<file path="config.mk">
export PLATFORM = sky130hd
export DESIGN_NAME = tpt_top
export DESIGN_NICKNAME = d
export VERILOG_FILES = /design/src/hdl/tpt_top.v /design/src/hdl/tpt_step_select.v /design/src/hdl/tpt_interval.v
export VERILOG_INCLUDE_DIRS = /design/src /design/src/hdl
export SDC_FILE = /design/constraint.sdc
export NUM_CORES = 1
export LEC_CHECK = 0
export BUFFER_PORTS_ARGS = -buffer_cell sky130_fd_sc_hd__buf_2
export CORE_MARGIN = 2
export CORE_UTILIZATION = 37
export DETAILED_ROUTE_END_ITERATION = 16
export GPL_TIMING_DRIVEN = 0
export PLACE_DENSITY = 0.57
export SETUP_SLACK_MARGIN = 0.4
export SYNTH_ARGS = -nofsm -noshare
export SYNTH_HDL_FRONTEND = slang
export SYNTH_SLANG_ARGS = --single-unit
</file>
<file path="constraint.sdc">
create_clock -name I_CORE_CLK -period 5.7 [get_ports I_CORE_CLK]
set_clock_uncertainty 0.1 [all_clocks]
set_input_delay 0.855 -clock I_CORE_CLK [delete_from_list [all_inputs] [get_ports I_CORE_CLK]]
set_output_delay 0.855 -clock I_CORE_CLK [all_outputs]
set_load 0.01 [all_outputs]
</file>
<file path="src/hdl/tpt_regs.vh">
// Purpose: constants for the tap timing qualifier
// Assumes: registers reached by an 8-bit address/data port on the core clock
// Notes:   time steps are counted in units of a 0.625 ms base tick
//
// Notes on behaviour
// - three separate 7-bit unsigned tap thresholds, one per axis
// - usable codes 1..127, each 0.063g against a fixed 8g scale
// - with reduced noise selected, thresholds above 4g are never reached
// - a pulse starts when an axis magnitude exceeds its threshold
// - a pulse is valid only if it falls below within the width limit
// - each interval counter spans at most its time step times 255
// - filtered width step: 1.25 ms at 800 Hz, high-res 2.5, low-power 160
// - unfiltered width step: 0.625 ms at 800 Hz, high-res 0.625, LP 40
// - after a first pulse, a latency interval ignores further pulses except for the abort check
// - latency step follows rate, oversampling mode and filter enable
// - filtered latency step: 2.5 ms at 800 Hz, high-res 5, low-power 320
// - unfiltered latency step: 1.25 ms at 800 Hz, high-res 1.25, LP 80
// - second pulse must start inside the window after latency ends
// - second pulse obeys width limit; it may end after the window closes
// - window step uses the same per-rate steps as the latency counter
// - filtered or unfiltered step set follows the tap lowpass enable bit
// - all threshold fields reset to zero
// - width limit, latency and window counts reset to zero
// - with abort set, a pulse wholly inside latency suspends double tap
// - with latching, status freezes on event active; source read clears
`ifndef TPT_REGS_VH
`define TPT_REGS_VH

// ----------------------------------------------------------------------
// register offsets
// ----------------------------------------------------------------------
`define TPT_ADDR_FILTER_CFG   8'h0f
`define TPT_ADDR_TAP_CFG      8'h21
`define TPT_ADDR_TAP_SOURCE   8'h22
`define TPT_ADDR_THRESH_X     8'h23
`define TPT_ADDR_THRESH_Y     8'h24
`define TPT_ADDR_THRESH_Z     8'h25
`define TPT_ADDR_WIDTH_LIMIT  8'h26
`define TPT_ADDR_LATENCY      8'h27
`define TPT_ADDR_WINDOW       8'h28
`define TPT_ADDR_CTRL1        8'h2a
`define TPT_ADDR_CTRL2        8'h2b

// ----------------------------------------------------------------------
// fields and reset values
// ----------------------------------------------------------------------
`define TPT_THRESH_MASK       8'h7f
`define TPT_RESET_BYTE        8'h00
`define TPT_RESET_THRESH      7'h00
`define TPT_LPF_BIT           4
`define TPT_ABORT_BIT         7
`define TPT_LATCH_BIT         6
`define TPT_DR_LSB            3
`define TPT_NOISE_BIT         2
`define TPT_MODS_MASK         8'h03
`define TPT_CTRL1_MASK        8'h3c
`define TPT_NOISE_CAP         7'h40
`define TPT_SRC_ACTIVE_BIT    7
`define TPT_SRC_DOUBLE_BIT    3
`define TPT_SRC_AXIS_LSB      4

// ----------------------------------------------------------------------
// oversampling modes
// ----------------------------------------------------------------------
`define TPT_MODE_NORMAL       2'h0
`define TPT_MODE_LOW_POWER_LOW_NOISE_MODE         2'h1
`define TPT_MODE_HIRES        2'h2
`define TPT_MODE_LP           2'h3

// ----------------------------------------------------------------------
// timing
// ----------------------------------------------------------------------
`define TPT_CLK_HZ            25000000
`define TPT_BASE_TICK_US      625
`define TPT_BASE_TICK_CYCLES  ((`TPT_CLK_HZ / 1000) * `TPT_BASE_TICK_US / 1000)
`define TPT_COUNT_MAX         8'hff

`endif

</file>
<file path="src/hdl/tpt_top.v">
// Purpose: tap threshold and timing qualifier with its registers
// Assumes: samples arrive as 8-bit magnitudes on the 8g scale, 0.063g/LSB,
//          with a one-cycle strobe from same-clock logic
// Notes:   register port is a simple 8-bit read/write strobe port
`timescale 1ns/10ps
`include "tpt_regs.vh"
module tpt_top (
   input  wire       I_CORE_CLK,
   input  wire       I_RESETN,
   input  wire       i_reg_wr,
   input  wire       i_reg_rd,
   input  wire [7:0] i_reg_addr,
   input  wire [7:0] i_reg_wdata,
   input  wire       i_sample_valid,
   input  wire [7:0] i_accel_x,
   input  wire [7:0] i_accel_y,
   input  wire [7:0] i_accel_z,
   input  wire [2:0] i_accel_neg,
   output reg  [7:0] o_reg_rdata,
   output reg        o_single_tap,
   output reg        o_double_tap,
   output reg  [7:0] o_tap_source
);

   // ----------------------------------------------------------------------
   // registers
   // ----------------------------------------------------------------------
   reg  [6:0] x_axis_threshold;
   reg  [6:0] y_axis_threshold;
   reg  [6:0] z_axis_threshold;
   reg  [7:0] width_limit_count;
   reg  [7:0] latency_count;
   reg  [7:0] second_window_count;
   reg  [7:0] filter_cfg;
   reg  [7:0] tap_cfg;
   reg  [7:0] ctrl1;
   reg  [7:0] ctrl2;

   wire       tap_lowpass_enable;
   wire       reduced_noise_select;
   wire       double_tap_abort;
   wire       event_latch_enable;
   wire [1:0] power_mode;
   wire [2:0] rate;
   assign tap_lowpass_enable   = filter_cfg[`TPT_LPF_BIT];
   assign reduced_noise_select = ctrl1[`TPT_NOISE_BIT];
   assign double_tap_abort     = tap_cfg[`TPT_ABORT_BIT];
   assign event_latch_enable   = tap_cfg[`TPT_LATCH_BIT];
   assign power_mode           = ctrl2[1:0];
   assign rate                 = ctrl1[`TPT_DR_LSB +: 3];

   always @(posedge I_CORE_CLK) begin
      if (!I_RESETN) begin
         x_axis_threshold    <= `TPT_RESET_THRESH;
         y_axis_threshold    <= `TPT_RESET_THRESH;
         z_axis_threshold    <= `TPT_RESET_THRESH;
         width_limit_count   <= `TPT_RESET_BYTE;
         latency_count       <= `TPT_RESET_BYTE;
         second_window_count <= `TPT_RESET_BYTE;
         filter_cfg          <= `TPT_RESET_BYTE;
         tap_cfg             <= `TPT_RESET_BYTE;
         ctrl1               <= `TPT_RESET_BYTE;
         ctrl2               <= `TPT_RESET_BYTE;
      end else if (i_reg_wr) begin
         if (i_reg_addr == `TPT_ADDR_THRESH_X) begin
            x_axis_threshold <= i_reg_wdata[6:0];
         end else if (i_reg_addr == `TPT_ADDR_THRESH_Y) begin
            y_axis_threshold <= i_reg_wdata[6:0];
         end else if (i_reg_addr == `TPT_ADDR_THRESH_Z) begin
            z_axis_threshold <= i_reg_wdata[6:0];
         end else if (i_reg_addr == `TPT_ADDR_WIDTH_LIMIT) begin
            width_limit_count <= i_reg_wdata;
         end else if (i_reg_addr == `TPT_ADDR_LATENCY) begin
            latency_count <= i_reg_wdata;
         end else if (i_reg_addr == `TPT_ADDR_WINDOW) begin
            second_window_count <= i_reg_wdata;
         end else if (i_reg_addr == `TPT_ADDR_FILTER_CFG) begin
            filter_cfg <= i_reg_wdata;
         end else if (i_reg_addr == `TPT_ADDR_TAP_CFG) begin
            tap_cfg <= i_reg_wdata;
         end else if (i_reg_addr == `TPT_ADDR_CTRL1) begin
            ctrl1 <= i_reg_wdata & `TPT_CTRL1_MASK;
         end else if (i_reg_addr == `TPT_ADDR_CTRL2) begin
            ctrl2 <= i_reg_wdata & `TPT_MODS_MASK;
         end
      end
   end

   // ----------------------------------------------------------------------
   // base tick of 0.625 ms and step selection
   // ----------------------------------------------------------------------
   localparam [31:0] BASE_FULL = `TPT_BASE_TICK_CYCLES - 1;
   localparam [15:0] BASE_LAST = BASE_FULL[15:0];
   reg  [15:0] base_cnt;
   wire        base_tick;
   assign base_tick = (base_cnt == BASE_LAST);
   always @(posedge I_CORE_CLK) begin
      if (!I_RESETN || base_tick) begin
         base_cnt <= 16'h0000;
      end else begin
         base_cnt <= base_cnt + 16'h0001;
      end
   end

   wire [9:0] width_step;
   wire [9:0] latency_step;
   tpt_step_select u_step (
      .i_rate         (rate),
      .i_mode         (power_mode),
      .i_lpf          (tap_lowpass_enable),
      .o_width_step   (width_step),
      .o_latency_step (latency_step)
   );

   // ----------------------------------------------------------------------
   // threshold compare
   // ----------------------------------------------------------------------
   function [6:0] eff_thresh;
      input [6:0] code;
      input       noise;
      begin
         // reduced noise clips the signal at 4g; above that it never fires
         eff_thresh = code;
         if (noise && code > `TPT_NOISE_CAP) begin
            eff_thresh = 7'h7f;
         end
      end
   endfunction

   function over;
      input [7:0] mag;
      input [6:0] code;
      input       noise;
      reg   [7:0] m;
      begin
         m    = (noise && mag > {1'b0, `TPT_NOISE_CAP}) ?
                {1'b0, `TPT_NOISE_CAP} : mag;
         over = (code != `TPT_RESET_THRESH) &&
                (m > {1'b0, eff_thresh(code, noise)});
      end
   endfunction

   wire [2:0] above;
   assign above[0] = over(i_accel_x, x_axis_threshold, reduced_noise_select);
   assign above[1] = over(i_accel_y, y_axis_threshold, reduced_noise_select);
   assign above[2] = over(i_accel_z, z_axis_threshold, reduced_noise_select);

   // ----------------------------------------------------------------------
   // pulse width limit: width counter started at the rising crossing
   // ----------------------------------------------------------------------
   reg        in_pulse;
   reg  [2:0] pulse_axes;
   reg  [2:0] pulse_pol;
   wire       any_above;
   wire       pulse_rise;
   wire       pulse_fall;
   wire       width_run;
   wire       width_done;
   assign any_above  = |above;
   assign pulse_rise = i_sample_valid && any_above && !in_pulse;
   assign pulse_fall = i_sample_valid && !any_above && in_pulse;

   tpt_interval u_width (
      .i_clk       (I_CORE_CLK),
      .i_resetn    (I_RESETN),
      .i_start     (pulse_rise),
      .i_base_tick (base_tick),
      .i_step      (width_step),
      .i_count     (width_limit_count),
      .o_run       (width_run),
      .o_done      (width_done)
   );
   wire pulse_ok;
   assign pulse_ok = pulse_fall && width_run;

   always @(posedge I_CORE_CLK) begin
      if (!I_RESETN) begin
         in_pulse   <= 1'b0;
         pulse_axes <= 3'h0;
         pulse_pol  <= 3'h0;
      end else if (pulse_rise) begin
         in_pulse   <= 1'b1;
         pulse_axes <= above;
         pulse_pol  <= i_accel_neg & above;
      end else if (pulse_fall) begin
         in_pulse <= 1'b0;
      end
   end

   // ----------------------------------------------------------------------
   // tap sequencer: idle, latency, window, second pulse
   // ----------------------------------------------------------------------
   localparam [1:0] ST_IDLE    = 2'h0;
   localparam [1:0] ST_LATENCY = 2'h1;
   localparam [1:0] ST_WINDOW  = 2'h2;
   localparam [1:0] ST_SECOND  = 2'h3;
   reg  [1:0] state;
   reg  [1:0] next_state;
   reg        abort_hit;
   reg        start_in_lat;
   wire       lat_start;
   wire       lat_run;
   wire       lat_done;
   wire       win_start;
   wire       win_run;
   wire       win_done;
   assign lat_start = (state == ST_IDLE) && pulse_ok;
   assign win_start = (state == ST_LATENCY) && lat_done;

   tpt_interval u_latency (
      .i_clk       (I_CORE_CLK),
      .i_resetn    (I_RESETN),
      .i_start     (lat_start),
      .i_base_tick (base_tick),
      .i_step      (latency_step),
      .i_count     (latency_count),
      .o_run       (lat_run),
      .o_done      (lat_done)
   );
   tpt_interval u_window (
      .i_clk       (I_CORE_CLK),
      .i_resetn    (I_RESETN),
      .i_start     (win_start),
      .i_base_tick (base_tick),
      .i_step      (latency_step),
      .i_count     (second_window_count),
      .o_run       (win_run),
      .o_done      (win_done)
   );

   always @* begin
      next_state = state;
      case (state)
         ST_IDLE: begin
            if (pulse_ok) begin
               next_state = ST_LATENCY;
            end
         end
         ST_LATENCY: begin
            // pulses here are ignored; only the abort watch looks at them
            if (lat_done) begin
               next_state = abort_hit ? ST_IDLE : ST_WINDOW;
            end
         end
         ST_WINDOW: begin
            if (pulse_rise && win_run) begin
               next_state = ST_SECOND;
            end else if (win_done) begin
               next_state = ST_IDLE;
            end
         end
         default: begin
            // end may fall after the window, width limit still applies
            if (pulse_fall || (in_pulse && width_done)) begin
               next_state = ST_IDLE;
            end
         end
      endcase
   end

   always @(posedge I_CORE_CLK) begin
      if (!I_RESETN) begin
         state        <= ST_IDLE;
         abort_hit    <= 1'b0;
         start_in_lat <= 1'b0;
      end else begin
         state <= next_state;
         if (lat_start) begin
            abort_hit    <= 1'b0;
            start_in_lat <= 1'b0;
         end else if (state == ST_LATENCY && lat_run) begin
            if (pulse_rise) begin
               start_in_lat <= 1'b1;
            end
            if (pulse_ok && start_in_lat && double_tap_abort) begin
               abort_hit <= 1'b1;
            end
         end
      end
   end

   // ----------------------------------------------------------------------
   // events and source register
   // ----------------------------------------------------------------------
   wire single_evt;
   wire double_evt;
   wire src_read;
   wire frozen;
   assign single_evt = lat_start;
   assign double_evt = (state == ST_SECOND) && pulse_ok;
   assign src_read   = i_reg_rd && (i_reg_addr == `TPT_ADDR_TAP_SOURCE);
   assign frozen     = event_latch_enable &&
                       o_tap_source[`TPT_SRC_ACTIVE_BIT];

   always @(posedge I_CORE_CLK) begin
      if (!I_RESETN) begin
         o_single_tap <= 1'b0;
         o_double_tap <= 1'b0;
         o_tap_source <= `TPT_RESET_BYTE;
      end else begin
         o_single_tap <= single_evt;
         o_double_tap <= double_evt;
         // a new event wins over a clearing read in the same cycle
         if ((single_evt || double_evt) && (!frozen || src_read)) begin
            o_tap_source <= {1'b1, pulse_axes, double_evt, pulse_pol};
         end else if (src_read) begin
            o_tap_source <= `TPT_RESET_BYTE;
         end
      end
   end

   // ----------------------------------------------------------------------
   // read data
   // ----------------------------------------------------------------------
   always @(posedge I_CORE_CLK) begin
      if (!I_RESETN) begin
         o_reg_rdata <= `TPT_RESET_BYTE;
      end else if (i_reg_rd) begin
         if (i_reg_addr == `TPT_ADDR_THRESH_X) begin
            o_reg_rdata <= {1'b0, x_axis_threshold};
         end else if (i_reg_addr == `TPT_ADDR_THRESH_Y) begin
            o_reg_rdata <= {1'b0, y_axis_threshold};
         end else if (i_reg_addr == `TPT_ADDR_THRESH_Z) begin
            o_reg_rdata <= {1'b0, z_axis_threshold};
         end else if (i_reg_addr == `TPT_ADDR_WIDTH_LIMIT) begin
            o_reg_rdata <= width_limit_count;
         end else if (i_reg_addr == `TPT_ADDR_LATENCY) begin
            o_reg_rdata <= latency_count;
         end else if (i_reg_addr == `TPT_ADDR_WINDOW) begin
            o_reg_rdata <= second_window_count;
         end else if (i_reg_addr == `TPT_ADDR_FILTER_CFG) begin
            o_reg_rdata <= filter_cfg;
         end else if (i_reg_addr == `TPT_ADDR_TAP_CFG) begin
            o_reg_rdata <= tap_cfg;
         end else if (i_reg_addr == `TPT_ADDR_TAP_SOURCE) begin
            o_reg_rdata <= o_tap_source;
         end else if (i_reg_addr == `TPT_ADDR_CTRL1) begin
            o_reg_rdata <= ctrl1;
         end else if (i_reg_addr == `TPT_ADDR_CTRL2) begin
            o_reg_rdata <= ctrl2;
         end else begin
            o_reg_rdata <= `TPT_RESET_BYTE;
         end
      end
   end
endmodule

</file>
<file path="src/hdl/tpt_step_select.v">
// Purpose: choose the step, in 0.625 ms base ticks, for the tap counters
// Assumes: rate code 0 is 800 Hz, 7 is 1.56 Hz
// Notes:   step values are from the step tables, as base tick multiples
`timescale 1ns/10ps
`include "tpt_regs.vh"
module tpt_step_select (
   input  wire [2:0] i_rate,
   input  wire [1:0] i_mode,
   input  wire       i_lpf,
   output wire [9:0] o_width_step,
   output wire [9:0] o_latency_step
);

   // ----------------------------------------------------------------------
   // step in base ticks for the unfiltered width limit
   // ----------------------------------------------------------------------
   function [9:0] step_raw;
      input [2:0] rate;
      input [1:0] mode;
      reg   [9:0] norm;
      begin
         case (rate)
            3'h0:    norm = 10'h001;
            3'h1:    norm = 10'h001;
            3'h2:    norm = 10'h002;
            3'h3:    norm = 10'h004;
            default: norm = 10'h008;
         endcase
         if (mode == `TPT_MODE_HIRES) begin
            step_raw = 10'h001;
         end else if (mode == `TPT_MODE_LP) begin
            case (rate)
               3'h0:    step_raw = 10'h001;
               3'h1:    step_raw = 10'h002;
               3'h2:    step_raw = 10'h004;
               3'h3:    step_raw = 10'h008;
               3'h4:    step_raw = 10'h010;
               default: step_raw = 10'h040;
            endcase
         end else if (mode == `TPT_MODE_LOW_POWER_LOW_NOISE_MODE && rate > 3'h4) begin
            step_raw = 10'h020;
         end else begin
            step_raw = norm;
         end
      end
   endfunction

   // ----------------------------------------------------------------------
   // filtered width step: doubles per rate code, except slow rates in every mode and high-res
   // ----------------------------------------------------------------------
   function [9:0] step_lpf;
      input [2:0] rate;
      input [1:0] mode;
      begin
         if (mode == `TPT_MODE_HIRES) begin
            step_lpf = (rate == 3'h0) ? 10'h002 : 10'h004;
         end else if (mode == `TPT_MODE_NORMAL && rate > 3'h4) begin
            step_lpf = 10'h020;
         end else if (mode == `TPT_MODE_LOW_POWER_LOW_NOISE_MODE && rate > 3'h4) begin
            step_lpf = 10'h080;
         end else if (mode == `TPT_MODE_LP && rate > 3'h5) begin
            step_lpf = 10'h100;
         end else if (mode == `TPT_MODE_LP && rate == 3'h5) begin
            step_lpf = 10'h080;
         end else begin
            // filtered steps double per rate code up to 50 Hz
            step_lpf = 10'h002 << rate;
         end
      end
   endfunction

   wire [9:0] width_step;
   assign width_step = i_lpf ? step_lpf(i_rate, i_mode)
                             : step_raw(i_rate, i_mode);
   // latency and window steps are twice the width step in every cell
   assign o_width_step   = width_step;
   assign o_latency_step = {width_step[8:0], 1'b0};
endmodule

</file>
<file path="src/hdl/tpt_interval.v">
// Purpose: one interval counter stepping in base ticks
// Assumes: i_start restarts it; count 0 means already expired
// Notes:   o_done is a level once the programmed count of steps has passed
`timescale 1ns/10ps
`include "tpt_regs.vh"
module tpt_interval (
   input  wire       i_clk,
   input  wire       i_resetn,
   input  wire       i_start,
   input  wire       i_base_tick,
   input  wire [9:0] i_step,
   input  wire [7:0] i_count,
   output reg        o_run,
   output wire       o_done
);
   reg [9:0] sub;
   reg [7:0] steps;

   assign o_done = ~o_run;

   always @(posedge i_clk) begin
      if (!i_resetn) begin
         o_run <= 1'b0;
         sub   <= 10'h000;
         steps <= `TPT_RESET_BYTE;
      end else if (i_start) begin
         o_run <= (i_count != `TPT_RESET_BYTE);
         sub   <= 10'h000;
         steps <= `TPT_RESET_BYTE;
      end else if (o_run && i_base_tick) begin
         if (sub + 10'h001 >= i_step) begin
            sub   <= 10'h000;
            steps <= steps + 8'h01;
            if (steps + 8'h01 >= i_count) begin
               o_run <= 1'b0;
            end
         end else begin
            sub <= sub + 10'h001;
         end
      end
   end
endmodule

</file>
-- After elaboration in Yosys (flattened, before gate mapping)
Cells that the tools add are included.
Widths: inputs -> output; s select.
- magnitude comparators: 17
- bitwise operators: 13
- reduce and logical (&&, ||, !) cells: 85
- $add $sub $neg: 7
- muxes and demuxes: 55
- eq/ne operators: 26
- shift operators: 1
- operators with widths (kind ; count):
    $mux 8 ; 14
    $mux 10 ; 11
    $eq 8x6->1 const B ; 10
    $pmux 7 s5 ; 1
    $logic_and 1x1->1 ; 32
    $add 10x1->10 const B ; 3
    $ge 10x10->1 ; 3
    $add 8x1->8 const B ; 3
    $ge 8x8->1 ; 3
    $gt 8x7->1 ; 3
    $gt 8x7->1 const B ; 3
    $reduce_bool 8->1 ; 3
    $reduce_bool 2->1 ; 11
    $gt 7x7->1 const B ; 3
    $mux 7 ; 3
    $reduce_bool 7->1 ; 3
    $add 16x1->16 const B ; 1
    $eq 16x14->1 const B ; 1
    $mux 1 ; 14
    $mux 2 ; 7
    $mux 6 ; 2
    $not 1->1 ; 12
    $pmux 4 s3 ; 1
    $reduce_and 2->1 ; 6
    29 further kinds ; 51
- output and inout bits: 18
- word-level logic and storage cells: 234
- bits in registers: 169
- bits of input ports: 48

-- Longest topological paths before layout
Gate-level depths: netlist of run 1.
- depth in word-level cells: 14
- gate-level depth with buffers: 15
- mapped depth without buffers: 13

-- By module
Synthesis of run 1 repeated with hierarchy kept, for this count alone.
- cell total of the unflattened synthesis: 1327
- area, all modules: 10840.4 um^2
- modules (own cells, without submodules) (module ; cells an instance ; area an instance (um^2) ; instances ; sequential area each (um^2)):
    tpt_top ; 728 ; 5910.7 ; 1 ; 2242.2
    tpt_interval ; 181 ; 1526.5 ; 3 ; 380.4
    tpt_step_select ; 56 ; 350.3 ; 1 ; 0.0

-- Least setup slack after synthesis of run 1
OpenSTA, ideal clock, no wires.
- kind: input to register
- start: input i_accel_x[0]
- end: register u_width.steps[0]
- setup slack: 1469 ps
- path buffers: 2
- stages on the path: 14
- library setup time: 117 ps
- arrival: 4014 ps
- data required time: 5483 ps
- cell sequence: or4_1 > o31a_1 > o21ai_0 > and2_1 > ha_1 > and4_1 > a41oi_1 > nor2_1 > o32a_2 > and2_4 > buf_8 > o21ai_4 > buf_2 > nor2_1
- word-level cells in the longest chain between the ends: 9
- RTL lines (element ; RTL line ; RTL):
    from (decl) ; tpt_top.v:15 ; input wire [7:0] i_accel_x,
    $gt 8x7->1 ; tpt_top.v:136 ; m = (noise && mag > {1'b0, `TPT_NOISE_CAP}) ?
    $logic_and 1x1->1 ; tpt_top.v:136 ;
    $mux 8 (*) ; tpt_top.v:136 ;
    $gt 8x7->1 (*) ; tpt_top.v:139 ; (m > {1'b0, eff_thresh(code, noise)});
    $logic_and 1x1->1 (*) ; tpt_top.v:138 ; over = (code != `TPT_RESET_THRESH) &&
    $reduce_or 3->1 (*) ; tpt_top.v:159 ; assign any_above = |above;
    $logic_and 1x1->1 (*) (2 in series) ; tpt_top.v:160 ; assign pulse_rise = i_sample_valid && any_above && !in_pulse;
    $reduce_or 2->1 (no source line) (*) ; - ;
    to (signal assigned) ; tpt_interval.v:25 ; steps <= `TPT_RESET_BYTE;
    to (signal assigned) ; tpt_interval.v:29 ; steps <= `TPT_RESET_BYTE;
    to (signal assigned) ; tpt_interval.v:33 ; steps <= steps + 8'h01;
    to (decl) ; tpt_interval.v:17 ; reg [7:0] steps;
Every way passes the cells marked *; elsewhere a longest branch is shown, timed or not.
A chain may end at the register's enable or synchronous reset.

-- Final worst setup path of run 1
- start: input i_accel_x[0]
- end: register u_width.steps[4]
The elaborated chain is that of the path after synthesis.

==> results of run 1 <==
==> worst max-delay path: stages <==
cell,delay (ns)
buf_2,0.10
or4_1,0.51
o31a_1,0.25
o21ai_0,0.44
and2_1,0.23
ha_1,0.24
and4_1,0.23
a41oi_1,0.21
nor2_1,0.09
o32a_2,0.49
and2_4,0.19
buf_8,0.13
o21ai_4,0.30
buf_2,0.29
nor2_1,0.08
==> metrics by stage <==
| stage | cell area [sq um] | std cells | setup slack, ns | hold WS [ns] |
|---|---|---|---|---|
| final | 12000 | 1730 | 1.28 | 0.344 |
| after global routing | 12000 | 1730 | 1.01 | 0.370 |
| after CTS | 12000 | 1730 | 1.29 | 0.346 |
| after detailed placement | 11300 | 1698 | 0.826 | 0.334 |
| after global placement | 11300 | 1698 | 0.886 | 0.332 |
| after floorplan | 10600 | 1265 | 1.47 | 0.321 |
==> final cells by class <==
cell class | count | area [sq um]
timing repair buffer | 55 | 275
sequential | 169 | 3380
multi-input combinational | 992 | 6760
clock inverter | 15 | 203
inverter | 37 | 139
tap | 378 | 473
fill | 2842 | 16000
buffer | 67 | 303
clock buffer | 17 | 425
==> final timing paths <==
path                       start               end  slack [ns]  cells after the start
setup / recovery    i_accel_x[0]  u_width.steps[4]        1.28                     15
hold / removal    u_width.sub[9]    u_width.sub[9]        0.34                      2
setup reg to reg        ctrl2[1]    u_width.sub[5]        1.73                     14
hold reg to reg   u_width.sub[9]    u_width.sub[9]        0.34                      2
==> cell usage in the layout, fill, tap and decap left out, types with 6 or more instances in the layout <==
| master | count |
|---|---|
| o211ai_1 | 7 |
| xnor2_1 | 29 |
| a221oi_1 | 6 |
| a211oi_1 | 8 |
| nor3_1 | 17 |
| mux2i_1 | 62 |
| nand2_1 | 119 |
| or4_1 | 9 |
| nand2b_1 | 16 |
| a21boi_0 | 25 |
| and2_1 | 23 |
| xor2_1 | 46 |
| a21oi_1 | 62 |
| and3_1 | 28 |
| a21o_1 | 10 |
| o22ai_1 | 7 |
| a31oi_1 | 17 |
| buf_2 | 72 |
| o21ai_0 | 61 |
| nor4_1 | 14 |
| nor2b_1 | 63 |
| nand3b_1 | 16 |
| dfxtp_1 | 169 |
| clkbuf_16 | 17 |
| nor2_1 | 95 |
| nand4_1 | 8 |
| nand4b_1 | 6 |
| ha_1 | 80 |
| clkbuf_1 | 42 |
| nand3_1 | 66 |
| inv_1 | 36 |
==> logic make-up (layout without fill, tap and decap cells) <==
group	Yosys count	in the layout	share of synthesized area, %
AND/OR/NAND/NOR	514	514	26.2
AO/OA/AOI/OAI	261	261	16.2
flip-flops	169	169	32.0
buffers and inverters	104	191	4.17
adder cells (fa/ha/maj)	80	80	9.46
XOR/XNOR	75	75	6.21
multiplexers	62	62	5.86
==> per-layer routing <==
layer / share of wire [%] / wire (microns) / track usage [%] / vias up
li1: - / - / - / 4671
met3: 4.4 / 1290 / 2.90 / 29
met1: 49 / 14300 / 27.6 / 4372
met5: 0 / 0 / 0 / -
met4: 1.2 / 364 / 3.85 / 0
met2: 45 / 13300 / 31.6 / 183
==> power groups by stage <==
stage	registers (mW)	clock network [mW]	logic, mW
floorplan	1.22	0	0.0820
global placement	1.22	0	0.138
detailed placement	1.22	0	0.139
CTS	1.19	1.29	0.140
global route	1.19	1.33	0.154
finish	1.19	1.26	0.140
==> registers in the layout, summed over array words and instances (netlist names), 3 cells and up <==
name,count
u_window.steps,8
second_window_count,8
u_latency.sub,10
u_latency.steps,8
width_limit_count,8
o_reg_rdata,8
tap_cfg,8
pulse_axes,3
o_tap_source,8
u_window.sub,10
latency_count,8
ctrl1,4
z_axis_threshold,7
x_axis_threshold,7
base_cnt,16
y_axis_threshold,7
u_width.steps,8
pulse_pol,3
u_width.sub,10
filter_cfg,8
==> flow_summary.yaml, run 1 <==
critical_path:
  start_kind: "input port"
  crit_required_ns: 5.92
  crit_fanout: 10
  path_class: "input port to register"
  cp-end-kind: "register"
  cp.arrival_ns: 4.64
clock_network:
  postCtsHoldBufs: 0
  path_clk_slew_ns: 0.07
  cts_root_buf: "clkbuf_16"
  h-tree-depth: 4
  cts_resized: 0
  cts_buffer_depth: 2
  cts_tree: "yes"
  clk_latency_ns: 0.44
  numCtsBuffers: 17
  postCtsSetupRepairBufs: 0
  cts_sinks: 169
logic_synthesis:
  yosysWarnings: 0
  synthesis.area_sq_mm: 0.0106
  synth_edf_count: 0
  ys_seq_elements: 169
  ys_types: 88
  async_flop_share_pct: 0
  synthTopCellsByArea: "dfxtp_1, ha_1, mux2i_1"
  syn_nets: 1393
  synth_area_leader_cell: "dfxtp_1"
  ys.flop_type: "dfxtp_1"
  ys_top_cells_by_count: "dfxtp_1, nand2_1, nor2_1"
  ys_seq_area_share_pct: 32.0
  post-synth-top-count-cell: "dfxtp_1"
  avgSynthCellArea_sq_um: 8.37
  yosysTopAreaCellShare_pct: 32.0
  synthCells: 1265
floorplan:
  num_rows: 61
  dieWidth_microns: 173
  coreArea_sq_mm: 0.0280
  start_util_pct: 37.8
  dieArea_sq_mm: 0.0300
  die_y_microns: 173
  ios: 66
timing:
  hold_viol_final: 0
  period_minus_slack_ns: 4.42
  slew_viol_final: 0
  max_clock_freq_ghz: 0.226
  max-slew-margin-rel_pct: 39.8
  fin_crit_sh_pct: 77.5
  fin_setup_tns_ns: 0
  rsz0062_at_grt: "false"
  setup_viol: 0
  max_slew.worst_pin.slew_ns: 0.902
global_routing:
  antenna_found_initial: 2
  grt_pass1_wl_mm: 47.2
  grt_pass1_vias: 8769
  grt_start_max_net_pins: 18
  grtUsageTotal_pct: 19.5
  grt_overflow: 0
flow_run:
  cap_violations: 0
route:
  ant_nets: 0
  drc: 0
  dr_total_vias: 9255
  drt_iter0_markers: 540
  wl_per_cell_microns: 16.9
  drt_pass1_iterations: 8
  post_drt_via_cell_ratio: 5.35
  wirelength_mm: 29.3
finish:
  antennaDiodeCount: 0
  final_util_pct: 42.7
  layout-drive-gt1-share_pct: 10.1
  nNetsFinal: 1467
  area_delta_synth_final_pct: 13.0
placed_design:
  gp_congestion: 0.871
  dpl.hpwl_mm: 21.9
  portBuffers: 55
power:
  netSwitchingFraction_pct: 24.9
  leakage_nw: 4.62
  powerDensity_mw_per_mm2: 217
  power.internal_mw: 1.95
  p_seq_share_pct: 45.9
  ir_worst_vdd_mv: 0.189
  p_switching_uw: 646
  clockPowerShare_pct: 48.7
  comb_power_share_pct: 5.4
  fin_total_pwr_mw: 2.59
status:
  status: "completed"
worst_hold_path:
  min-delay-path-class: "register to register"
No activity file was read; power rests on OpenSTA's default activity.
==> inputs of run 2 (changes only) <==
- PLACE_DENSITY: 0.57 -> 0.59
- clock period: 5.7 -> 4 ns (I/O delays scaled with it)
==> run 2 against run 1 <==
Effect of this change:
- critical path depth decreased by 2
- register-to-register slack worse by 1.3 ns
- utilization increased by 0.64 points
- final cell count rose by 0.35%
- combinational power increased by 56%
- clock-buffer cell count increased by 2
==> flow_summary.yaml, run 2 (synthesis results as in run 1) <==
global_routing:
  grt_pass1_wl_mm: 46.7
  grt_start_max_net_pins: 17
  grt_overflow: 0
  grtUsageTotal_pct: 19.4
  grt_pass1_vias: 8770
  antenna_found_initial: 1
power:
  powerDensity_mw_per_mm2: 290
  leakage_nw: 4.66
  ir_worst_vdd_mv: 0.180
timing:
  max_clock_freq_ghz: 0.282
  setup_viol: 0
  slew_viol_final: 0
  max_slew.worst_pin.slew_ns: 0.874
  period_minus_slack_ns: 3.54
  hold_viol_final: 0
  max-slew-margin-rel_pct: 41.3
  fin_crit_sh_pct: 88.6
  rsz0062_at_grt: "true"
  fin_setup_tns_ns: 0
floorplan:
  coreArea_sq_mm: 0.0280
  dieWidth_microns: 173
  start_util_pct: 37.8
  num_rows: 61
  dieArea_sq_mm: 0.0300
  die_y_microns: 173
  ios: 66
critical_path:
  r2r_cells: 13
  slowest_stage: "or4_4"
  regToRegSetupSlack_ns: 0.46
  crit_fanout: 7
  crit_required_ns: 4.25
  endpoint: "o_tap_source[5]"
  r2r-end: "o_tap_source[5]"
  critPathTopFamily: "simple AND/OR/NAND/NOR gates"
  cp-end-kind: "register"
  start_kind: "register"
  crit_top_cell: "buf_8"
  crit_start: "x_axis_threshold[5]"
  crit_chain: "or4_4 > o311a_4 > or2_2 > ha_1 > nor2b_1 > o21ai_0 > o211a_1 > o32a_4 > and2_4 > buf_8 > and4_4 > buf_8 > mux2i_1"
  r2r-start: "x_axis_threshold[5]"
  worst_path_largest_cell_delay_ns: 0.56
  path_class: "register to register"
  crit_cells: 13
  crit_buf_inv: 2
  cp.arrival_ns: 3.80
placed_design:
  gp_congestion: 0.843
  placed_cell_area_sq_mm: 0.0114
  portBuffers: 55
  dpl.hpwl_mm: 21.8
clock_network:
  cts_tree: "yes"
  clk_latency_ns: 0.44
  cts_root_buf: "clkbuf_16"
  postCtsHoldBufs: 0
  cts_sinks: 169
  h-tree-depth: 4
  path_clk_slew_ns: 0.07
  numCtsBuffers: 17
  cts_buffer_depth: 2
route:
  dr_total_vias: 9336
  drc: 0
  drt_pass1_iterations: 5
  wirelength_mm: 29.4
  ant_nets: 0
  drt_iter0_markers: 594
  post_drt_via_cell_ratio: 5.38
  wl_per_cell_microns: 16.9
worst_hold_path:
  min_from: "i_sample_valid"
  min-delay-path-class: "input port to register"
finish:
  largest_reg_flops: 16
  layout-drive-gt1-share_pct: 13.0
  nNetsFinal: 1472
  final_common_cell: "dfxtp_1"
  final_cell_mix: "dfxtp_1, nand2_1, nor2_1"
  final_area_sq_mm: 0.0121
  area_delta_synth_final_pct: 14.7
  largest_register: "base_cnt"
flow_run:
  cap_violations: 0
status:
  status: "completed"
-- run 2: changes by cell type in the layout (fill, tap and decap cells not counted), sizes merged --
cell | previous run | this run
buf | 80 | 84
inv | 45 | 41
clkinvlp | 1 | 4
diode | 0 | 1
clkinv | 3 | 4
clkbuf | 59 | 62
bufinv | 3 | 1
-- run 2: final cells by class --
| type | count | area [sq um] |
|---|---|---|
| Buffer | 67 | 327 |
| Clock inverter | 13 | 119 |
| Multi-Input combinational cell | 992 | 6940 |
| Clock buffer | 19 | 433 |
| Timing Repair Buffer | 60 | 329 |
| Sequential cell | 169 | 3380 |
| Antenna cell | 1 | 2.50 |
| Inverter | 37 | 139 |
| Fill cell | 2825 | 15900 |
| Tap cell | 378 | 473 |
-- run 2: metrics by stage --
stage / setup slack [ns] / std cells / power [mW] / hold slack [ns] / util (%)
2_1_floorplan: 0.344 / 1265 / 1.85 / 0.327 / -
3_3_place_gp: -0.143 / 1698 / 1.93 / 0.341 / 40.6
3_5_place_dp: -0.137 / 1698 / 1.94 / 0.352 / 40.6
4_1_cts: 0.375 / 1732 / 3.53 / 0.305 / 42.7
5_1_grt: 0.285 / 1735 / 3.63 / 0.332 / 43.3
6_report: 0.455 / 1736 / 3.52 / 0.326 / 43.3
-- run 2: power breakdown --
part	switching, mW	internal (mW)
clock network	0.740	0.863
registers	0.00664	1.69
logic	0.134	0.0847
total	0.881	2.64
-- run 2: timing repair --
item                       in CTS  in global routing
setup buffers                   2                  3
hold endpoints to repair        0                  0
pin swaps                       3                 18
gates resized for setup         6                 49
setup endpoints to repair      48                 63
-- run 2: worst min-delay path by stage --
stage                            to  slack, ns  cells past startpoint
finish                     in_pulse       0.33                      2
global placement       start_in_lat       0.34                      2
floorplan            u_width.sub[9]       0.33                      2
CTS                        in_pulse       0.30                      2
global route               in_pulse       0.33                      2
detailed placement  o_tap_source[2]       0.35                      2
-- run 2: metal layers --
metal / track usage (%) / vias up / part of all wire [%]
met5: 0 / - / 0
met4: 4.73 / 0 / 1.0
met3: 3.21 / 23 / 4.7
met2: 30.9 / 174 / 46
met1: 27.2 / 4461 / 48
li1: - / 4678 / -
